`config.mk`:
```
export PLATFORM = sky130hd
export DESIGN_NAME = sig_ctl_device_flat
export DESIGN_NICKNAME = d
export VERILOG_FILES = /design/src/sig_ctl_pkg.sv /design/src/sig_ctl_if.sv /design/src/sig_ctl_device.sv /design/src/flat_wrapper.sv
export VERILOG_INCLUDE_DIRS = /design/src
export SDC_FILE = /design/constraint.sdc
export NUM_CORES = 2
export LEC_CHECK = 0
export BUFFER_PORTS_ARGS = -buffer_cell sky130_fd_sc_hd__buf_2
export CORE_ASPECT_RATIO = 1.5
export CORE_MARGIN = 2
export CORE_UTILIZATION = 35
export CTS_BUF_LIST = sky130_fd_sc_hd__clkbuf_4
export DETAILED_ROUTE_END_ITERATION = 7
export PLACE_DENSITY = 0.58
export SLEW_MARGIN = 25
export SYNTH_ARGS = -nofsm -noshare
export SYNTH_HDL_FRONTEND = slang
export SYNTH_SLANG_ARGS = --single-unit
```
`constraint.sdc`:
```
create_clock -name core_clk -period 27.4 [get_ports core_clk]
set_input_delay 5.48 -clock core_clk [delete_from_list [all_inputs] [get_ports core_clk]]
set_output_delay 5.48 -clock core_clk [all_outputs]
set_load 0.01 [all_outputs]
```
`src/sig_ctl_params.svh`:
```
`ifndef SIG_CTL_PARAMS_SVH
`define SIG_CTL_PARAMS_SVH

// Clock and ramp timing
`define CLK_PERIOD_NS 8
// One 1/8 dB step at 1 dB/ms
`define RAMP_STEP_NS 125000
`define RAMP_STEP_CYCLES (`RAMP_STEP_NS / `CLK_PERIOD_NS)

// Consecutive idle samples before auto-mute
`define AUTO_MUTE_SAMPLES 8192
`define SAMPLE_WIDTH 24

// Attenuation level in 1/8 dB units
`define LEVEL_FLOOR 10'h3FC
`define LEVELS_PER_SHIFT 48
`define LEVELS_PER_FRAC 6
`define MANT_FRAC_BITS 15

// Mode codes
`define MODE_SOFT_RAMP 2'h2
`define BS_MODE_RAMP 2'h1
`define FS_TOP 2'h3
`define NON_OVERSAMPLING_FILTER 2'h3

// Register map
`define REG_CTRL 8'h00
`define REG_PCM 8'h04
`define REG_BS 8'h08
`define REG_STATUS 8'h0C
`define REG_PORTS 8'h10

// Reset values
`define CTRL_RESET 32'h0000_0001
`define PATH_RESET 32'h0000_0000
`define PORTS_RESET 2'h0

`endif

```
`src/sig_ctl_pkg.sv`:
```
package sig_ctl_pkg;

  // Per-path signal control word
  typedef struct packed {
    logic [5:0] unused;
    logic auto_mute;
    logic copy_a_to_b;
    logic swap_channels;
    logic invert_channel_b;
    logic invert_channel_a;
    logic mute_b;
    logic mute_a;
    logic [1:0] volume_change_mode;
    logic volume_b_follows_a;
    logic [7:0] volume_b;
    logic [7:0] volume_a;
  } path_ctl_t;

  // Global control word
  typedef struct packed {
    logic [19:0] unused;
    logic [1:0] filter_select;
    logic stream_error_recovery_ramp;
    logic pcm_ramp_down_enable;
    logic one_db_boost_enable;
    logic high_voltage_rail_enable;
    logic [1:0] full_scale_select;
    logic wideband_flat_enable;
    logic direct_bypass;
    logic mirror_pcm_settings;
    logic playback_power_down;
  } ctrl_word_t;

  // Status word
  typedef struct packed {
    logic [26:0] unused;
    logic bs_auto_muted;
    logic pcm_auto_muted;
    logic bs_ramp_busy;
    logic pcm_ramp_busy;
    logic power_down_done_event;
  } status_word_t;

  typedef enum logic [1:0] {FILT_IDLE, FILT_DOWN, FILT_UP} filt_state_t;

endpackage

```
`src/sig_ctl_if.sv`:
```
`timescale 1ns/10ps
interface sig_ctl_if;
  import sig_ctl_pkg::*;
  ctrl_word_t ctrl;
  path_ctl_t pcm_ctl;
  path_ctl_t bs_ctl;
  status_word_t status;

  modport device (input ctrl, input pcm_ctl, input bs_ctl, output status);
  modport host (output ctrl, output pcm_ctl, output bs_ctl, input status);
endinterface

```
`src/sig_ctl_device.sv`:
```
// Summary of operation
// - Independent half-dB attenuation, 0 to -127.5 dB
// - Follow flag applies channel A volume
// - Soft ramp moves in 1/8 dB steps
// - PCM mode 2 ramps near 1 dB/ms
// - Bitstream path ramps near 1 dB/ms
// - Separate invert bit per channel
// - Swap exchanges left and right
// - Copy drives channel B from A
// - Filter change uses dedicated PCM ramp-down
// - Dedicated ramp-up after stream errors
// - Mute both or each channel alone
// - Auto-mute on recognised idle pattern
// - Mirror applies PCM routing, mute and ramp settings to bitstream; volumes stay the bitstream's own
// - Direct bitstream bypass, no volume
// - Boost only at top scale with high rail
// - Host changes wideband only while powered down
// - Wideband needs 192 kHz and no non-oversampling, checked only while powered down
// - Host changes chain only while powered down
// - Ports power down only after done event
// - Reset returns everything to defaults
`timescale 1ns/10ps
`include "sig_ctl_params.svh"
module sig_ctl_device #(
  parameter int W = `SAMPLE_WIDTH,
  parameter int STEP_CYCLES = `RAMP_STEP_CYCLES,
  parameter int MUTE_SAMPLES = `AUTO_MUTE_SAMPLES
) (
  input wire logic core_clk,
  input wire logic rst,
  sig_ctl_if.device link,
  input wire logic pcm_valid,
  input wire logic signed [W-1:0] pcm_a,
  input wire logic signed [W-1:0] pcm_b,
  input wire logic bs_valid,
  input wire logic bs_a,
  input wire logic bs_b,
  input wire logic bs_error,
  output logic out_valid,
  output logic signed [W-1:0] out_a,
  output logic signed [W-1:0] out_b,
  output logic bs_out_valid,
  output logic signed [W-1:0] bs_out_a,
  output logic signed [W-1:0] bs_out_b,
  output logic direct_valid,
  output logic direct_a,
  output logic direct_b,
  output logic [1:0] full_scale_level,
  output logic boost_active,
  output logic wideband_active,
  output logic [1:0] filter_active
);
  import sig_ctl_pkg::*;

  localparam int LW = 10;
  localparam int CW = $clog2(STEP_CYCLES + 1);
  localparam int MW = $clog2(MUTE_SAMPLES + 1);
  localparam int PA = 0;
  localparam int PB = 1;
  localparam int BA = 2;
  localparam int BB = 3;
  localparam logic [LW-1:0] FLOOR = `LEVEL_FLOOR;
  localparam logic signed [W-1:0] BS_HIGH = {2'b01, {(W-2){1'b0}}};

  // Gain mantissa for 0.75 dB sub-steps of one 6 dB octave
  function automatic logic [15:0] mant(input logic [2:0] fr);
    case (fr)
      3'h0: mant = 16'h8000;
      3'h1: mant = 16'h7560;
      3'h2: mant = 16'h6BA2;
      3'h3: mant = 16'h62B3;
      3'h4: mant = 16'h5A82;
      3'h5: mant = 16'h52FF;
      3'h6: mant = 16'h4C1C;
      default: mant = 16'h45CB;
    endcase
  endfunction

  // Shift-and-multiply gain; sub-step error stays below 0.75 dB
  function automatic logic signed [W-1:0] scale(input logic signed [W-1:0] s,
                                                input logic [LW-1:0] lvl);
    logic [4:0] sh;
    logic [2:0] fr;
    logic signed [W+16:0] prod;
    sh = 5'(lvl / `LEVELS_PER_SHIFT);
    fr = 3'((lvl % `LEVELS_PER_SHIFT) / `LEVELS_PER_FRAC);
    prod = s * $signed({1'b0, mant(fr)});
    prod = prod >>> (`MANT_FRAC_BITS + sh);
    return prod[W-1:0];
  endfunction

  // Swap, copy, invert and mute of one channel pair
  function automatic logic [2*W-1:0] route(input logic signed [W-1:0] a,
                                           input logic signed [W-1:0] b,
                                           input path_ctl_t c,
                                           input logic am);
    logic signed [W-1:0] ra;
    logic signed [W-1:0] rb;
    ra = c.swap_channels ? b : a;
    rb = c.copy_a_to_b ? ra : (c.swap_channels ? a : b);
    if (c.invert_channel_a) ra = -ra;
    if (c.invert_channel_b) rb = -rb;
    if (c.mute_a | am) ra = '0;
    if (c.mute_b | am) rb = '0;
    return {ra, rb};
  endfunction

  logic [LW-1:0] level_reg [4];
  logic [LW-1:0] target [4];
  logic [7:0] code [4];
  logic ramp_en [4];
  logic [CW-1:0] step_cnt_reg;
  logic [MW-1:0] pcm_idle_reg;
  logic [MW-1:0] bs_idle_reg;
  logic bs_prev_a_reg;
  logic bs_prev_b_reg;
  logic bs_recover_reg;
  filt_state_t filt_state_reg;
  status_word_t status_reg;

  // Effective bitstream settings
  path_ctl_t bs_eff;
  wire pdn = link.ctrl.playback_power_down;
  wire mirror = link.ctrl.mirror_pcm_settings;
  wire direct = link.ctrl.direct_bypass;
  assign bs_eff = mirror ? link.pcm_ctl : link.bs_ctl;
  wire pcm_soft = link.pcm_ctl.volume_change_mode == `MODE_SOFT_RAMP;
  wire bs_soft = mirror ? pcm_soft : (link.bs_ctl.volume_change_mode == `BS_MODE_RAMP);
  wire recover_en = mirror ? link.ctrl.pcm_ramp_down_enable
                           : link.ctrl.stream_error_recovery_ramp;
  wire filt_down = filt_state_reg == FILT_DOWN;
  wire filt_ramp = filt_state_reg != FILT_IDLE;
  wire tick = step_cnt_reg == CW'(STEP_CYCLES - 1);

  // Volume codes; B may follow A
  assign code[PA] = link.pcm_ctl.volume_a;
  assign code[PB] = link.pcm_ctl.volume_b_follows_a ? link.pcm_ctl.volume_a
                                                     : link.pcm_ctl.volume_b;
  assign code[BA] = link.bs_ctl.volume_a;
  assign code[BB] = bs_eff.volume_b_follows_a ? link.bs_ctl.volume_a
                                               : link.bs_ctl.volume_b;

  // Targets in 1/8 dB units; filter ramp-down drives PCM to the floor
  assign target[PA] = filt_down ? FLOOR : {code[PA], 2'b00};
  assign target[PB] = filt_down ? FLOOR : {code[PB], 2'b00};
  assign target[BA] = {code[BA], 2'b00};
  assign target[BB] = {code[BB], 2'b00};
  assign ramp_en[PA] = pcm_soft | filt_ramp;
  assign ramp_en[PB] = pcm_soft | filt_ramp;
  assign ramp_en[BA] = bs_soft | bs_recover_reg;
  assign ramp_en[BB] = bs_soft | bs_recover_reg;

  wire pcm_busy = (level_reg[PA] != target[PA]) | (level_reg[PB] != target[PB]);
  wire bs_busy = (level_reg[BA] != target[BA]) | (level_reg[BB] != target[BB]);
  wire pcm_am = link.pcm_ctl.auto_mute & (pcm_idle_reg == MW'(MUTE_SAMPLES));
  wire bs_am = bs_eff.auto_mute & (bs_idle_reg == MW'(MUTE_SAMPLES));
  wire pcm_zero = (pcm_a == '0) & (pcm_b == '0);
  wire bs_alt = (bs_a != bs_prev_a_reg) & (bs_b != bs_prev_b_reg);

  // Routed pairs; one-bit input maps to plus or minus half scale
  wire signed [W-1:0] bs_sa = bs_a ? BS_HIGH : -BS_HIGH;
  wire signed [W-1:0] bs_sb = bs_b ? BS_HIGH : -BS_HIGH;
  wire [2*W-1:0] pcm_rt = route(pcm_a, pcm_b, link.pcm_ctl, pcm_am);
  wire [2*W-1:0] bs_rt = route(bs_sa, bs_sb, bs_eff, bs_am);

  // Shared step timer; one tick per 1/8 dB step
  always_ff @(posedge core_clk) begin
    if (rst | tick) begin
      step_cnt_reg <= '0;
    end else begin
      step_cnt_reg <= step_cnt_reg + CW'(1);
    end
  end

  // Level trackers; retargeting continues from the present level
  for (genvar i = 0; i < 4; i++) begin : g_level
    always_ff @(posedge core_clk) begin
      if (rst) begin
        level_reg[i] <= '0;
      end else if (i >= BA && bs_error) begin
        level_reg[i] <= FLOOR;
      end else if (!ramp_en[i]) begin
        level_reg[i] <= target[i];
      end else if (tick && level_reg[i] > target[i]) begin
        level_reg[i] <= level_reg[i] - LW'(1);
      end else if (tick && level_reg[i] < target[i]) begin
        level_reg[i] <= level_reg[i] + LW'(1);
      end
    end
  end

  // Recovery ramp flag; a new error wins over completion
  always_ff @(posedge core_clk) begin
    if (rst) begin
      bs_recover_reg <= 1'b0;
    end else if (bs_error & recover_en) begin
      bs_recover_reg <= 1'b1;
    end else if (!bs_error && !bs_busy) begin
      bs_recover_reg <= 1'b0;
    end
  end

  // Filter switch: ramp down, swap filter, ramp back up
  always_ff @(posedge core_clk) begin
    if (rst) begin
      filt_state_reg <= FILT_IDLE;
      filter_active <= '0;
    end else begin
      case (filt_state_reg)
        FILT_IDLE: begin
          if (link.ctrl.filter_select != filter_active) begin
            if (link.ctrl.pcm_ramp_down_enable && !pdn) begin
              filt_state_reg <= FILT_DOWN;
            end else begin
              filter_active <= link.ctrl.filter_select;
            end
          end
        end
        FILT_DOWN: begin
          if (level_reg[PA] == FLOOR && level_reg[PB] == FLOOR) begin
            filter_active <= link.ctrl.filter_select;
            filt_state_reg <= FILT_UP;
          end
        end
        FILT_UP: begin
          if (!pcm_busy) begin
            filt_state_reg <= FILT_IDLE;
          end
        end
        default: filt_state_reg <= FILT_IDLE;
      endcase
    end
  end

  // Idle-pattern counters: all-zero PCM, alternating bitstream
  always_ff @(posedge core_clk) begin
    if (rst) begin
      pcm_idle_reg <= '0;
      bs_idle_reg <= '0;
      bs_prev_a_reg <= 1'b0;
      bs_prev_b_reg <= 1'b1;
    end else begin
      if (pcm_valid) begin
        pcm_idle_reg <= !pcm_zero ? '0 : (pcm_am ? pcm_idle_reg : pcm_idle_reg + MW'(1));
      end
      if (bs_valid) begin
        bs_idle_reg <= !bs_alt ? '0 : (bs_am ? bs_idle_reg : bs_idle_reg + MW'(1));
        bs_prev_a_reg <= bs_a;
        bs_prev_b_reg <= bs_b;
      end
    end
  end

  // PCM output stage
  always_ff @(posedge core_clk) begin
    if (rst) begin
      out_valid <= 1'b0;
      out_a <= '0;
      out_b <= '0;
    end else begin
      out_valid <= pcm_valid & !pdn;
      if (pcm_valid & !pdn) begin
        out_a <= scale(pcm_rt[2*W-1:W], level_reg[PA]);
        out_b <= scale(pcm_rt[W-1:0], level_reg[PB]);
      end
    end
  end

  // Bitstream output stage; bypass skips volume entirely
  always_ff @(posedge core_clk) begin
    if (rst) begin
      bs_out_valid <= 1'b0;
      bs_out_a <= '0;
      bs_out_b <= '0;
      direct_valid <= 1'b0;
      direct_a <= 1'b0;
      direct_b <= 1'b0;
    end else begin
      bs_out_valid <= bs_valid & !pdn & !direct;
      direct_valid <= bs_valid & !pdn & direct;
      if (bs_valid & !pdn & !direct) begin
        bs_out_a <= bs_error ? '0 : scale(bs_rt[2*W-1:W], level_reg[BA]);
        bs_out_b <= bs_error ? '0 : scale(bs_rt[W-1:0], level_reg[BB]);
      end
      if (bs_valid & !pdn & direct) begin
        direct_a <= bs_a;
        direct_b <= bs_b;
      end
    end
  end

  // Analog-side settings and status
  always_ff @(posedge core_clk) begin
    if (rst) begin
      full_scale_level <= '0;
      boost_active <= 1'b0;
      wideband_active <= 1'b0;
      status_reg <= '0;
    end else begin
      full_scale_level <= link.ctrl.full_scale_select;
      boost_active <= link.ctrl.one_db_boost_enable & link.ctrl.high_voltage_rail_enable
                      & (link.ctrl.full_scale_select == `FS_TOP);
      wideband_active <= link.ctrl.wideband_flat_enable;
      status_reg.power_down_done_event <= pdn & !out_valid & !bs_out_valid & !direct_valid;
      status_reg.pcm_ramp_busy <= pcm_busy;
      status_reg.bs_ramp_busy <= bs_busy;
      status_reg.pcm_auto_muted <= pcm_am;
      status_reg.bs_auto_muted <= bs_am;
    end
  end

  assign link.status = status_reg;

endmodule // sig_ctl_device

```
`src/flat_wrapper.sv`:
```
// flat-port wrapper written by rule: the top's interface ports become plain ports
module sig_ctl_device_flat import sig_ctl_pkg::*;
#(
  parameter int W = `SAMPLE_WIDTH,
  parameter int STEP_CYCLES = `RAMP_STEP_CYCLES,
  parameter int MUTE_SAMPLES = `AUTO_MUTE_SAMPLES
)
  (core_clk, rst, pcm_valid, pcm_a, pcm_b, bs_valid, bs_a, bs_b, bs_error, out_valid, out_a, out_b, bs_out_valid, bs_out_a, bs_out_b, direct_valid, direct_a, direct_b, full_scale_level, boost_active, wideband_active, filter_active, link_ctrl, link_pcm_ctl, link_bs_ctl, link_status);
  sig_ctl_if link_i ();
  input wire logic core_clk;
  input wire logic rst;
  input wire logic pcm_valid;
  input wire logic signed [W-1:0] pcm_a;
  input wire logic signed [W-1:0] pcm_b;
  input wire logic bs_valid;
  input wire logic bs_a;
  input wire logic bs_b;
  input wire logic bs_error;
  output logic out_valid;
  output logic signed [W-1:0] out_a;
  output logic signed [W-1:0] out_b;
  output logic bs_out_valid;
  output logic signed [W-1:0] bs_out_a;
  output logic signed [W-1:0] bs_out_b;
  output logic direct_valid;
  output logic direct_a;
  output logic direct_b;
  output logic [1:0] full_scale_level;
  output logic boost_active;
  output logic wideband_active;
  output logic [1:0] filter_active;
  input wire logic [$bits(link_i.ctrl)-1:0] link_ctrl;
  input wire logic [$bits(link_i.pcm_ctl)-1:0] link_pcm_ctl;
  input wire logic [$bits(link_i.bs_ctl)-1:0] link_bs_ctl;
  output wire logic [$bits(link_i.status)-1:0] link_status;
  assign link_i.ctrl = link_ctrl;
  assign link_i.pcm_ctl = link_pcm_ctl;
  assign link_i.bs_ctl = link_bs_ctl;
  assign link_status = link_i.status;
  sig_ctl_device #(.W(W), .STEP_CYCLES(STEP_CYCLES), .MUTE_SAMPLES(MUTE_SAMPLES)) u_core (.core_clk(core_clk), .rst(rst), .link(link_i), .pcm_valid(pcm_valid), .pcm_a(pcm_a), .pcm_b(pcm_b), .bs_valid(bs_valid), .bs_a(bs_a), .bs_b(bs_b), .bs_error(bs_error), .out_valid(out_valid), .out_a(out_a), .out_b(out_b), .bs_out_valid(bs_out_valid), .bs_out_a(bs_out_a), .bs_out_b(bs_out_b), .direct_valid(direct_valid), .direct_a(direct_a), .direct_b(direct_b), .full_scale_level(full_scale_level), .boost_active(boost_active), .wideband_active(wideband_active), .filter_active(filter_active));
endmodule
```
After elaboration in Yosys (flattened, before gate mapping). Memory sizes are Yosys's and may differ from the RTL's. Index checks and enable logic that the tools add are counted.

$add $sub $neg: 19. Shift operators: 4. $mul: 4. Multiplexer cells: 118. Bitwise gates (word level): 37. Eq/ne operators: 48. Reduce and logical (&&, ||, !) cells: 32. Magnitude comparators: 8. Divide/modulo/power cells: 12.

Operator list (count): $pmux W16 S7 (4); $mux W24 (18); $mul A24 B17 Y41 (4); $sshr A41 B32 Y24 (4); $mux W10 (16); $div A10 B6 Y32 const B (4); $div A32 B3 Y32 const B (4); $mod A10 B6 Y32 const B (4); $mux W16 (8); $neg A24 Y24 (4); $mux W1 (56); $mux W14 (4); $logic_not A24 Y1 (2); $add A14 B1 Y14 const B (3); $eq A14 B14 Y1 const B (3); $add A10 B1 Y10 const B (4); $gt A10 B10 Y1 (4); $lt A10 B10 Y1 (4); $ne A10 B10 Y1 (4); $sub A10 B1 Y10 const B (4); $eq A3 B3 Y1 const B (12); $mux W26 (1); $add A4 B5 Y6 const A (4); $eq A3 B2 Y1 const B (8); 21 further kinds (99).

Bits in latches: 0. ROM bits: 0. Output and inout port bits: 139. Bits in writable memories: 40. Register bits: 159. Memories kept: 1. Logic and storage cells: 308. Input port bits: 151.

Memories: u_core.level_reg (depth 4, bits a word 10, read ports 4, clocked after memory_dff 0, write ports 4, RTL line sig_ctl_device.sv:108) `logic [LW-1:0] level_reg [4];`.

Depth between registers and ports, before layout.
Depth in word-level cells: 11. Mapped depth: 53. Gate-level depth less buffers: 45.

Least setup slack after synthesis. OpenSTA, ideal clock, no wires.

Path kind: input to register. Start: in link_pcm_ctl[23]. End: reg u_core.out_b[16]. Arrival time: 16.063 ns. Path buffers: 7. Setup time: 0.134 ns. Required time: 27.266 ns. Setup slack: 11.203 ns. Cell stages on the path: 43. Cells stage by stage: buf_2 xor2_1 clkbuf_1 clkbuf_1 buf_1 buf_1 mux2i_1 ha_1 o21ai_0 nor2_1 nand2_1 o31ai_1 nand2_1 nor2_1 nand2_1 and3_1 o21ai_0 clkbuf_1 [... 7 more ...] inv_1 fa_1 fa_1 inv_1 ha_1 clkbuf_1 a21o_1 a211o_1 a2111oi_2 nor3_1 o31ai_1 o22a_1 xor2_1 a21oi_1 mux2i_1 o21ai_1 o211ai_1 a211oi_1.

Cells in the longest elaborated chain, start to end: 7. Elaborated cells between the ends (all ways): 8. Classes of those cells: add/sub (1); mul (1); shift (1); mux (5).

RTL lines: from (decl) (RTL line flat_wrapper.sv:33) `input wire logic [$bits(link_i.pcm_ctl)-1:0] link_pcm_ctl;`; $mux W24, on equally long branches (RTL line sig_ctl_device.sv:100, sig_ctl_device.sv:99); $mux W24 (*) (RTL line sig_ctl_device.sv:100) `rb = c.copy_a_to_b ? ra : (c.swap_channels ? a : b);`; $neg A24 Y24 (RTL line sig_ctl_device.sv:102) `if (c.invert_channel_b) rb = -rb;`; $mux W24 (*) (RTL line sig_ctl_device.sv:102); $mux W24 (*) (RTL line sig_ctl_device.sv:104) `if (c.mute_b | am) rb = '0;`; $mul A24 B17 Y41 (*) (RTL line sig_ctl_device.sv:87) `prod = s * $signed({1'b0, mant(fr)});`; $sshr A41 B32 Y24 (*) (RTL line sig_ctl_device.sv:88) `` prod = prod >>> (`MANT_FRAC_BITS + sh); ``; to (signal assigned) (RTL line sig_ctl_device.sv:264) `out_b <= scale(pcm_rt[W-1:0], level_reg[PB]);`; to (decl) (RTL line sig_ctl_device.sv:41) `output logic signed [W-1:0] out_b,`.

Mark *: on every way between the ends. The rest lies on a longest branch, timed or not. A chain may end at the register's enable or synchronous reset.

Worst setup path in the final report. Ends and elaborated chain as after synthesis.

==> results.tsv <==
metric	value	unit
Total Routed Length	204	mm
DR pass1 iterations	6	
via/cell ratio	5.45	
clk_skew	0.0402	ns
yosys warns	0	
global route hottest layer	met2	
WP data arrival	17.71	ns
most frequent cells after synthesis	inv_1, fa_1, nor2_1, nand2_1, ha_1	
Antenna Nets Post-Route	0	
Critical Path End Type	register	
Resize count post-CTS	0	
remaining global-route overflow	0	
root buffer cell	clkbuf_4	
HP Class	reg -> reg	
Req. time, crit path	28.24	ns
port bufs	230	
post-route insts no fill	9839	
Setup Buffers After CTS	0	
Final Critical Period	16.87	ns
worst-path fanout max	45	
ys flop type	dfxtp_1	
Mapped Area	59700	um2
CTS Buf Count	17	
Worst setup SP type	input pin	
Net count, final	8996	
DP Cell Count	9795	
Final HPWL DP	168	mm
num rows	185	
I/O pin cnt	290	
most used cell, CP	fa_1	
Mapped Cells	7617	
Fillers	17900	
maxcap violations	0	
crit-path max cell delay	0.64	ns
Die Area	174000	um2
syn avg cell area	7.83	um2
vias in the first global route	55500	
number of synthesized flops with an enable pin	40	
clock sink count	199	
Synth Register Bits	199	
final hold vios	0	
WL per Instance	20.7	um
Max-slew headroom	14.6	%
largest net degree at the start of global routing	60	
Area Overhead vs Synth	5.95	%
post-synthesis sequential area ratio	7.35	%
Least-Margin Pin Slew	1.28	ns
share of cells above drive strength 1	7.38	%
routability cong.	0.962	
via count	53600	
met3 usage	3.97	%
initial antenna violation count	15	
clk_lat worst skew	0.99	ns
kind of critical path	in -> reg	
Iter 0 DRT Violations	3811	
Initial Util	35.2	%
most frequent cell after synthesis	inv_1	
Bufs on Longest Clock Path	2	
Final setup viols	0	
global routing usage on met2	41.7	%
global-route total usage across every layer	23.6	%
leading area contributor after synthesis	fa_1	
total negative slack	0	ns
first-pass GRT wire length	319	mm
fmax	59.3	MHz
Core ar.	169000	um2
final worst slack	10.53	ns
pre-CTS setup slack	9.71	ns
status	finished clean	
Async S/R FF share, synth	0	%
area share of the largest cell type after synthesis	29.9	%
library cells used by synthesis	125	
CTS tree	built	
H-tree depth	4	
Area contributors post-synth	fa_1, ha_1, inv_1, nor2_1, dfxtp_1	
max reg flops	40	
final period utilization	61.6	%
CTS Hold Bufs	0	
post-detailed-route DRC marker count	0	
die height	510	um
Max stage delay cell, worst path	xor2_1	
Worst-path clk slew	0.19	ns
Final Slew Violations	0	
M1 GR Usage	27.7	%
RSZ-0062 raised after global routing	no	
Die X-Extent	341	um
-- critical path, delay by kind of cell --
kind / cells / cell delay [ns]
AND/OR/NAND/NOR: 7 / 1.56
adder cells (fa/ha/maj): 8 / 3.63
XOR/XNOR: 3 / 1.37
multiplexers: 2 / 1.00
AO/OA/AOI/OAI: 12 / 3.36
buffers and inverters: 5 / 1.23
-- final timing paths --
path,startpoint,end,slack (ns),cells past startpoint
hold / removal,u_core.bs_out_valid$_SDFF_PP0_,u_core.link.status[0]$_SDFF_PP0_,0.42,1
setup reg to reg,u_core.level_reg[0][9]$_DFFE_PP_,u_core.out_a[8]$_SDFFE_PP0P_,12.41,44
hold reg to reg,u_core.bs_out_valid$_SDFF_PP0_,u_core.link.status[0]$_SDFF_PP0_,0.42,1
setup / recovery,link_pcm_ctl[23],u_core.out_b[16]$_SDFFE_PP0P_,10.53,37
-- layer usage --
metal	share of wire, %	routed length [um]	vias to the layer above
met2	50	102000	1857
met5	0.034	69	-
met4	5.3	10900	12
li1	-	-	24800
met3	6.6	13500	460
met1	38	77900	26500
-- per-stage QoR --
step | hold WS, ns | utilization, % | area [um2]
5_1_grt | 0.451 | 37.3 | 63200
6_report | 0.424 | 37.3 | 63200
4_1_cts | 0.430 | 37.3 | 63200
3_3_place_gp | 0.403 | 37.1 | 62800
2_1_floorplan | 0.437 | - | 59800
3_5_place_dp | 0.406 | 37.1 | 62800
-- cells in the final DEF, fill, tap and decap left out, types with 41 or more instances in the layout --
cell / synthesis / routed
a31oi_1: 63 / 61
or2_2: 49 / 50
xor2_1: 100 / 94
nor2_1: 880 / 879
xnor2_1: 172 / 165
o21a_1: 46 / 46
nand3_1: 148 / 148
fa_1: 892 / 892
buf_2: 67 / 229
a21o_1: 58 / 58
inv_1: 1247 / 1247
or3_1: 49 / 49
a21oi_1: 364 / 364
buf_4: 40 / 94
nand2_1: 784 / 784
o211ai_1: 65 / 65
ha_1: 382 / 380
and2_1: 96 / 96
and3_1: 41 / 41
nand2b_1: 94 / 93
dfxtp_1: 159 / 159
a211oi_1: 84 / 83
mux2i_1: 190 / 189
nor2b_1: 69 / 66
nor3_1: 136 / 136
o21ai_0: 291 / 291
-- final cells by class --
cell class,count,area [um2],area share (%)
Timing Repair Buffer,324,1860,2.95
Multi-Input combinational cell,5771,49100,77.6
Tap cell,2244,2810,4.44
Sequential cell,199,4380,6.94
Antenna cell,11,27.5,0.0436
Clock buffer,17,128,0.202
Clock inverter,15,220,0.348
Inverter,1258,4720,7.47
-- logic make-up after synthesis --
kind of cell    Yosys count  synth area share [%]
simple gates           2518                  19.2
buf+inv                1673                  11.0
compound gates         1433                  16.1
fa+ha+maj              1279                  38.0
xor+xnor                274                  4.05
mux                     240                  4.26
flops                   199                  7.35
other cells               1               0.00629
Power is left out: the tool's default activity adds up to more than one toggle a clock period on the data nets, which glitch-free logic cannot reach.
